===== src/rtl/sfdp_pkg.sv =====
// Package with constants and types for the serial controller FIFO data windows
`default_nettype none
package sfdp_pkg;

	// Window decode uses the low ten address bits
	localparam int unsigned ADDR_W       = 10;
	localparam int unsigned DATA_W       = 32;
	localparam int unsigned FIFO_DEPTH   = 32;
	localparam int unsigned CNT_W        = 6;

	// Transmit data window, write only
	localparam logic [9:0] TX_WIN_LO     = 10'h010;
	localparam logic [9:0] TX_WIN_HI     = 10'h02F;
	// Receive data window, read only
	localparam logic [9:0] RX_WIN_LO     = 10'h030;
	localparam logic [9:0] RX_WIN_HI     = 10'h04F;

	// Value read from the receive window after reset or when empty
	localparam logic [31:0] RX_RESET_VAL = 32'h0000_0000;
	localparam logic [31:0] READ_ZERO    = 32'h0000_0000;

	// Access size codes carried with every bus transfer
	typedef enum logic [1:0] {
		SFDP_SIZE_BYTE = 2'b00,
		SFDP_SIZE_HALF = 2'b01,
		SFDP_SIZE_WORD = 2'b10,
		SFDP_SIZE_RSVD = 2'b11
	} sfdp_size_t;

	// Bus request as seen at the slave pins
	typedef struct packed {
		logic                sel;
		logic                enable;
		logic                write;
		logic [ADDR_W-1:0]   addr;
		logic [DATA_W-1:0]   wdata;
		sfdp_size_t          size;
	} sfdp_apb_req_t;

	// Number of bytes moved by one access of the given size
	function automatic logic [2:0] sfdp_bytes(input sfdp_size_t size);
		logic [2:0] n;
		n = 3'h0;
		unique case (size)
			SFDP_SIZE_BYTE: n = 3'h1;
			SFDP_SIZE_HALF: n = 3'h2;
			SFDP_SIZE_WORD: n = 3'h4;
			SFDP_SIZE_RSVD: n = 3'h0;
		endcase
		return n;
	endfunction : sfdp_bytes

endpackage : sfdp_pkg
`default_nettype wire


===== src/rtl/sfdp_byte_fifo.sv =====
// Byte FIFO that accepts and releases up to four bytes per clock
`timescale 1ns/1ps
`default_nettype none
module sfdp_byte_fifo #(
	parameter int unsigned DEPTH = sfdp_pkg::FIFO_DEPTH,
	parameter int unsigned CW    = sfdp_pkg::CNT_W
) (
	input  wire logic          clk,
	input  wire logic          resetn,
	input  wire logic [2:0]    push_n,
	input  wire logic [31:0]   push_data,
	input  wire logic [2:0]    pop_n,
	output logic      [31:0]   peek_data,
	output logic      [CW-1:0] count_q
);

	// Depth must be a power of two so pointers wrap by truncation
	localparam int unsigned PW = $clog2(DEPTH);

	logic [7:0]    mem [DEPTH];
	logic [PW-1:0] wr_ptr_q;
	logic [PW-1:0] rd_ptr_q;

	// Storage: byte i of the word goes to the in pointer plus i, least significant first
	always_ff @(posedge clk) begin
		for (int i = 0; i < 4; i++) begin
			if (3'(i) < push_n) begin
				mem[PW'(wr_ptr_q + PW'(i))] <= push_data[8*i +: 8];
			end
		end
	end

	// Pointers wrap at the depth; the count tells full from empty
	always_ff @(posedge clk or negedge resetn) begin
		if (!resetn) begin
			wr_ptr_q <= '0;
			rd_ptr_q <= '0;
			count_q  <= '0;
		end else begin
			wr_ptr_q <= PW'(wr_ptr_q + PW'(push_n));
			rd_ptr_q <= PW'(rd_ptr_q + PW'(pop_n));
			count_q  <= CW'(count_q + CW'(push_n) - CW'(pop_n));
		end
	end

	// Head bytes seen from the out pointer; unfilled lanes show stale storage
	always_comb begin
		peek_data = '0;
		for (int i = 0; i < 4; i++) begin
			peek_data[8*i +: 8] = mem[PW'(rd_ptr_q + PW'(i))];
		end
	end

endmodule : sfdp_byte_fifo
`default_nettype wire


===== src/rtl/sfdp_data_port.sv =====
// Bus data windows onto the transmit and receive byte FIFOs of the serial controller
`timescale 1ns/1ps
`default_nettype none
module sfdp_data_port #(
	parameter int unsigned DEPTH = sfdp_pkg::FIFO_DEPTH
) (
	input  wire logic                  clk,
	input  wire logic                  resetn,
	input  wire sfdp_pkg::sfdp_apb_req_t apb,
	output logic      [31:0]           prdata_q,
	input  wire logic                  tx_take,
	output logic      [7:0]            tx_byte_q,
	output logic                       tx_byte_valid_q,
	input  wire logic                  rx_push,
	input  wire logic [7:0]            rx_byte,
	output logic      [5:0]            tx_count_q,
	output logic      [5:0]            rx_count_q
);

	logic        wr_access;
	logic        rd_setup;
	logic        tx_hit;
	logic        rx_hit;
	logic [2:0]  acc_bytes;
	logic [2:0]  tx_push_n;
	logic [2:0]  tx_pop_n;
	logic [2:0]  rx_push_n;
	logic [2:0]  rx_pop_n;
	logic [31:0] tx_peek;
	logic [31:0] rx_peek;
	logic [31:0] rd_mask;
	logic [31:0] prdata_d;

	// Bus phases: writes commit in the access phase, reads are served from the setup
	// phase so that read data is registered in time for the access phase
	assign wr_access = apb.sel && apb.enable && apb.write;
	assign rd_setup  = apb.sel && !apb.enable && !apb.write;
	assign acc_bytes = sfdp_pkg::sfdp_bytes(apb.size);

	// Window decode on the low ten address bits; any offset in range is the FIFO port
	assign tx_hit = (apb.addr >= sfdp_pkg::TX_WIN_LO) && (apb.addr <= sfdp_pkg::TX_WIN_HI);
	assign rx_hit = (apb.addr >= sfdp_pkg::RX_WIN_LO) && (apb.addr <= sfdp_pkg::RX_WIN_HI);

	// Transmit push: whole write dropped when it would overflow, and addresses past
	// the window top never decode, so overrunning burst data is lost
	always_comb begin
		tx_push_n = 3'h0;
		if (wr_access && tx_hit) begin
			if (6'(tx_count_q + 6'(acc_bytes)) <= 6'(DEPTH)) begin
				tx_push_n = acc_bytes;
			end
		end
	end

	// Shifter takes one byte per request while data is present
	assign tx_pop_n = (tx_take && (tx_count_q != 6'h00)) ? 3'h1 : 3'h0;

	// Receive push from the shifter; a byte arriving to a full FIFO is discarded
	assign rx_push_n = (rx_push && (rx_count_q < 6'(DEPTH))) ? 3'h1 : 3'h0;

	// Receive pop only when the FIFO holds at least the requested size
	always_comb begin
		rx_pop_n = 3'h0;
		if (rd_setup && rx_hit && (6'(acc_bytes) <= rx_count_q)) begin
			rx_pop_n = acc_bytes;
		end
	end

	// Lanes above the access size read as zero
	always_comb begin
		unique case (acc_bytes)
			3'h1:    rd_mask = 32'h0000_00FF;
			3'h2:    rd_mask = 32'h0000_FFFF;
			3'h4:    rd_mask = 32'hFFFF_FFFF;
			default: rd_mask = 32'h0000_0000;
		endcase
	end

	// Read data select: empty FIFO and every unmapped offset answer zero
	always_comb begin
		prdata_d = sfdp_pkg::READ_ZERO;
		if (rx_hit && (rx_count_q != 6'h00)) begin
			prdata_d = rx_peek & rd_mask;
		end
	end

	// Transmit FIFO, written at its in pointer whatever the offset
	sfdp_byte_fifo #(
		.DEPTH (DEPTH),
		.CW    (6)
	) u_tx_fifo (
		.clk       (clk),
		.resetn    (resetn),
		.push_n    (tx_push_n),
		.push_data (apb.wdata),
		.pop_n     (tx_pop_n),
		.peek_data (tx_peek),
		.count_q   (tx_count_q)
	);

	// Receive FIFO, read at its out pointer whatever the offset
	sfdp_byte_fifo #(
		.DEPTH (DEPTH),
		.CW    (6)
	) u_rx_fifo (
		.clk       (clk),
		.resetn    (resetn),
		.push_n    (rx_push_n),
		.push_data ({24'h00_0000, rx_byte}),
		.pop_n     (rx_pop_n),
		.peek_data (rx_peek),
		.count_q   (rx_count_q)
	);

	// Read data register; held between reads so the access phase sees a stable value
	always_ff @(posedge clk or negedge resetn) begin
		if (!resetn) begin
			prdata_q <= sfdp_pkg::RX_RESET_VAL;
		end else if (rd_setup) begin
			prdata_q <= prdata_d;
		end
	end

	// Byte handed to the shifter, valid for one cycle after each granted take
	always_ff @(posedge clk or negedge resetn) begin
		if (!resetn) begin
			tx_byte_q       <= 8'h00;
			tx_byte_valid_q <= 1'b0;
		end else begin
			tx_byte_valid_q <= (tx_pop_n != 3'h0);
			if (tx_pop_n != 3'h0) begin
				tx_byte_q <= tx_peek[7:0];
			end
		end
	end

	// A fitting write grows the transmit count by exactly the access size
	chk_tx_push_grow: assert property (@(posedge clk) disable iff (!resetn)
		(wr_access && tx_hit && (acc_bytes != 3'h0) && !tx_take
			&& (6'(tx_count_q + 6'(acc_bytes)) <= 6'(DEPTH)))
		|=> (tx_count_q == 6'($past(tx_count_q) + 6'($past(acc_bytes)))))
		else $error("transmit count did not grow by access size");

	// A write that does not fit leaves the count alone
	chk_tx_full_drop: assert property (@(posedge clk) disable iff (!resetn)
		(wr_access && tx_hit && !tx_take && (6'(tx_count_q + 6'(acc_bytes)) > 6'(DEPTH)))
		|=> $stable(tx_count_q))
		else $error("overflowing transmit write changed the FIFO");

	// Writes outside the transmit window never add bytes
	chk_tx_out_window: assert property (@(posedge clk) disable iff (!resetn)
		(wr_access && ((apb.addr < sfdp_pkg::TX_WIN_LO) || (apb.addr > sfdp_pkg::TX_WIN_HI)))
		|=> (tx_count_q <= $past(tx_count_q)))
		else $error("write outside transmit window entered FIFO");

	// An empty receive FIFO reads as zero in the access phase
	chk_rx_empty_zero: assert property (@(posedge clk) disable iff (!resetn)
		(rd_setup && rx_hit && (rx_count_q == 6'h00)) |=> (prdata_q == 32'h0000_0000))
		else $error("empty receive read returned nonzero");

	// A read that fits pops exactly its size
	chk_rx_pop_size: assert property (@(posedge clk) disable iff (!resetn)
		(rd_setup && rx_hit && !rx_push && (acc_bytes != 3'h0) && (6'(acc_bytes) <= rx_count_q))
		|=> (rx_count_q == 6'($past(rx_count_q) - 6'($past(acc_bytes)))))
		else $error("receive read did not pop its size");

	// An over-sized read never drains the FIFO
	chk_rx_over_keep: assert property (@(posedge clk) disable iff (!resetn)
		(rd_setup && rx_hit && (6'(acc_bytes) > rx_count_q)) |=> (rx_count_q >= $past(rx_count_q)))
		else $error("over-sized receive read popped bytes");

	// Reads outside the receive window give zero and leave the count
	chk_rx_out_zero: assert property (@(posedge clk) disable iff (!resetn)
		(rd_setup && !rx_hit) |=> ((prdata_q == 32'h0000_0000) && (rx_count_q >= $past(rx_count_q))))
		else $error("read outside receive window returned data or popped");

	// Counts never exceed the depth
	chk_count_bound: assert property (@(posedge clk) disable iff (!resetn)
		(tx_count_q <= 6'(DEPTH)) && (rx_count_q <= 6'(DEPTH)))
		else $error("FIFO count beyond depth");

	// A granted take delivers a byte in the next cycle and consumes one entry
	chk_tx_take_byte: assert property (@(posedge clk) disable iff (!resetn)
		(tx_take && (tx_count_q != 6'h00) && !wr_access) |=> (tx_byte_valid_q
			&& (tx_count_q == 6'($past(tx_count_q) - 6'h01))))
		else $error("transmit take did not deliver a byte");

	// A take from an empty transmit FIFO must not fake a byte for the shifter
	chk_tx_empty_take: assert property (@(posedge clk) disable iff (!resetn)
		(tx_take && (tx_count_q == 6'h00)) |=> !tx_byte_valid_q)
		else $error("take from empty transmit FIFO gave a byte");

	// A byte offered to a full receive FIFO is lost, the count stays
	chk_rx_full_drop: assert property (@(posedge clk) disable iff (!resetn)
		(rx_push && (rx_count_q == 6'(DEPTH)) && !(rd_setup && rx_hit))
		|=> $stable(rx_count_q))
		else $error("byte pushed into full receive FIFO");

	// The receive window is read only: bus writes never add received bytes
	chk_rx_write_ignored: assert property (@(posedge clk) disable iff (!resetn)
		(wr_access && !rx_push) |=> (rx_count_q <= $past(rx_count_q)))
		else $error("bus write changed the receive FIFO");

	// A fitting halfword read returns zero in the upper lanes
	chk_rx_half_lanes: assert property (@(posedge clk) disable iff (!resetn)
		(rd_setup && rx_hit && (acc_bytes == 3'h2) && (rx_count_q >= 6'h02))
		|=> (prdata_q[31:16] == 16'h0000))
		else $error("receive halfword read returned upper lanes");

endmodule : sfdp_data_port
`default_nettype wire


===== config.mk =====
export PLATFORM = sky130hd
export DESIGN_NAME = sfdp_data_port
export DESIGN_NICKNAME = d
export VERILOG_FILES = /design/src/rtl/sfdp_pkg.sv /design/src/rtl/sfdp_byte_fifo.sv /design/src/rtl/sfdp_data_port.sv
export SDC_FILE = /design/constraint.sdc
export NUM_CORES = 2
export LEC_CHECK = 0
export BUFFER_PORTS_ARGS = -buffer_cell sky130_fd_sc_hd__buf_2
export CELL_PAD_IN_SITES_DETAIL_PLACEMENT = 0
export CELL_PAD_IN_SITES_GLOBAL_PLACEMENT = 2
export CORE_ASPECT_RATIO = 1.1
export CORE_UTILIZATION = 30
export DETAILED_ROUTE_END_ITERATION = 6
export PLACE_DENSITY_LB_ADDON = 0.12
export SYNTH_ARGS = -nofsm -noshare
export SYNTH_HDL_FRONTEND = slang
export SYNTH_SLANG_ARGS = --single-unit

===== constraint.sdc =====
create_clock -name clk -period 6.9 [get_ports clk]
set_clock_uncertainty 0.15 [all_clocks]
set_input_delay 0.69 -clock clk [delete_from_list [all_inputs] [get_ports clk]]
set_output_delay 0.69 -clock clk [all_outputs]
set_load 0.03 [all_outputs]

==> flow_summary.ini <==
[run_status]
status = completed

[setup_path]
crit_start = apb[0]
critPathTopFamily = compound AO/OA/AOI/OAI gates
crit_path_end_kind = flop
cp_data_arrival_time_ps = 4920
crit_buf_inv = 2
required_ps = 7020
path_common_cell = ha_1
cp_slowest_cell = o21ai_0
critPathKind = in2reg
start_kind = input pin
cp_slowest_stage_delay_ps = 1300
crit_fanout = 8
path_cells = buf_2, inv_1, ha_1, ha_1, ha_1, or4_1, a2bb2oi_2, o21a_2, nor2_4, nand2_1, o21ai_0
reg2reg_from = u_tx_fifo.count_q[1]

[finish]
final_core_util_pct = 34.1
drive_gt1_share_pct = 30.7
area_growth_pct = 12.4
final_cells = 4493
nets = 2879

[grt]
grt-ovfl-total = 0
busiest_layer = met2
met3_usage_pct = 6.55
grt_max_degree = 133
met2_usage_pct = 40.8
antenna_found_initial = 20
grt_usage_pct = 25.5
met1_usage_pct = 30.9
grt_pass1_vias = 29600
grt_pass1_wl_um = 231000

[synthesis]
synth_top_cell_area_share_pct = 40.4
synth.most_common_cell = edfxtp_1
synth_nets = 2900
synthTopCellsByCount = edfxtp_1, o22ai_1, mux4_2
synth_top_cell_by_area = edfxtp_1
ys.flop_type = edfxtp_1
async_flop_share_pct = 12.5
synth_cells = 2792
avgSynthCellArea_um2 = 13.6
synthTopCellsByArea = edfxtp_1, mux4_2, o22ai_1
ys_types = 63
seq_area_frac_synth_pct = 45.3
synth-edff-count = 512
syn_area_mm2 = 0.0380
ys_warn_count = 0
synth-seq-cells = 585

[power_and_ir_drop]
p_per_area_mw_per_mm2 = 290
ir_worst_vdd_v = 0.000220
pwr-share-seq_pct = 34.8
p_clk_share_pct = 32.6
p_sw_uw = 4630
combPwrFrac_pct = 32.6
p_leak_uw = 0.0133
swShare_pct = 37.4
internal_power_uw = 7770

[cts]
cts_resized = 0
cts-root-buf = clkbuf_16
cts.path.max_buffers = 3
ctsHtreeMaxLevel = 3
clock_sinks = 585
clk_pin_slew_worst_paths_ps = 60
post_cts_buffers = 0
holdBufCountCts = 1
insertion_delay_ps = 680
numCtsBuffers = 75
tritoncts = built

[sta]
slew_headroom_pct = 8.82
hold_viol_final = 0
rsz0062_at_grt = no
period_share_pct = 69.6
tightest_slew_ps = 1350
fin_tns_setup_ps = 0
slew_viol_final = 0
min_period_ps = 4800
holdWs_ps = 263
setup_viol = 0
fmax_mhz = 208

[floorplanning]
die-area_mm2 = 0.128
ioPinCount = 112
start_util_pct = 30.4
core_mm2 = 0.125
die_x_um = 341
die_h_um = 375
fp-row-count = 136

[place]
gp_congestion = 0.867
dp_hpwl_um = 106000
io_buffer_count = 107
placedCellCount = 4349

[detailed_routing]
ant_nets = 0
wl_um = 167000
routed_via_density = 6.75
drtIter0Drc = 4310
drc_errors = 0
drt_pass1_iterations = 6
num_vias = 30300
routedWlPerCell_um = 37.3

[job]
maxCapViolCount = 0

[hold_path]
min_path_type = in2async
[through the flow]
stage	total power, uW	area (um2)	setup slack, ps
floorplan	6860	38000	2380
global placement	8330	40200	1530
detailed placement	8370	40200	1420
CTS	12400	42700	2120
global route	12800	42700	1890
finish	12400	42700	2100
[power groups by stage]
stage | clock network [uW] | logic [uW] | registers (uW)
5_1_grt | 4250 | 4150 | 4350
3_5_place_dp | 0 | 3980 | 4390
6_report | 4040 | 4050 | 4320
2_1_floorplan | 0 | 2570 | 4290
3_3_place_gp | 0 | 3950 | 4380
4_1_cts | 4130 | 3990 | 4320
[path summary, 6_finish.rpt]
| kind | slack (ps) | depth (start not counted) | endpoint |
|---|---|---|---|
| max in group asynchronous | 5010 | 3 | u_tx_fifo.rd_ptr_q[0] |
| setup reg to reg | 2140 | 8 | u_tx_fifo.mem[5][0] |
| hold reg to reg | 330 | 2 | prdata_q[21] |
| min in group clk | 330 | 2 | prdata_q[21] |
| setup / recovery | 2100 | 11 | u_tx_fifo.mem[5][0] |
| hold / removal | 260 | 2 | prdata_q[28] |
[area by class of cell]
class | count | area [um2]
fill | 12200 | 82500
tap | 1656 | 2070
clock inverter | 36 | 418
inverter | 55 | 206
antenna | 7 | 17.5
multi-input combinational | 1837 | 19300
clock buffer | 100 | 2050
timing repair buffer | 217 | 1420
sequential | 585 | 17200
[kinds of logic after synthesis]
| kind of cell | Yosys count | share of synthesized area (%) |
|---|---|---|
| AO/OA/AOI/OAI | 919 | 17.4 |
| flip-flops | 585 | 45.3 |
| multiplexers | 442 | 24.8 |
| AND/OR/NAND/NOR | 390 | 5.81 |
| buffers and inverters | 370 | 4.16 |
| adder cells (fa/ha/maj) | 49 | 1.69 |
| XOR/XNOR | 37 | 0.853 |
[per-layer routing]
metal	wire, um	share of wire (%)
met3	15800	9.4
met1	62600	37
met4	10900	6.5
met2	78000	47
met5	241	0.14
[cell usage in the layout, fill, tap and decap left out, types with 7 or more instances in the layout]
cell         n
and3_1      12
nor2b_1      7
and2_1       7
edfxtp_1   512
inv_2        8
diode_2      7
nand3_2     31
nand2_4     17
clkinv_1     8
mux4_2     400
dfrtp_1     68
nor3_1      14
clkinv_2     7
a21o_1       8
nand2_1     95
o22ai_1    418
or2_2       16
mux2i_1     42
o2bb2ai_1   64
bufinv_16    7
xnor2_1     21
nor3_2      17
o211a_1     25
or2_0        9
o2111ai_1   22
nand3_1     28
clkbuf_1    18
buf_4      106
clkbuf_16   76
buf_2      106
xor2_1      11
o21ai_0     97
a221oi_2     7
ha_1        43
nand2_2     15
nor2_1      89
a221oi_1   233
inv_1       47
a21oi_1     17
[state kept, by name (all words and copies together) (netlist names)]
signal and cells:
u_tx_fifo.count_q 6, tx_byte_q 8, tx_byte_valid_q 1, u_tx_fifo.mem 256, u_rx_fifo.wr_ptr_q 5, u_tx_fifo.wr_ptr_q 5
u_tx_fifo.rd_ptr_q 5, u_rx_fifo.rd_ptr_q 5, u_rx_fifo.count_q 6, u_rx_fifo.mem 256, prdata_q 32
Note: power is estimated with default switching activity, not from simulation.
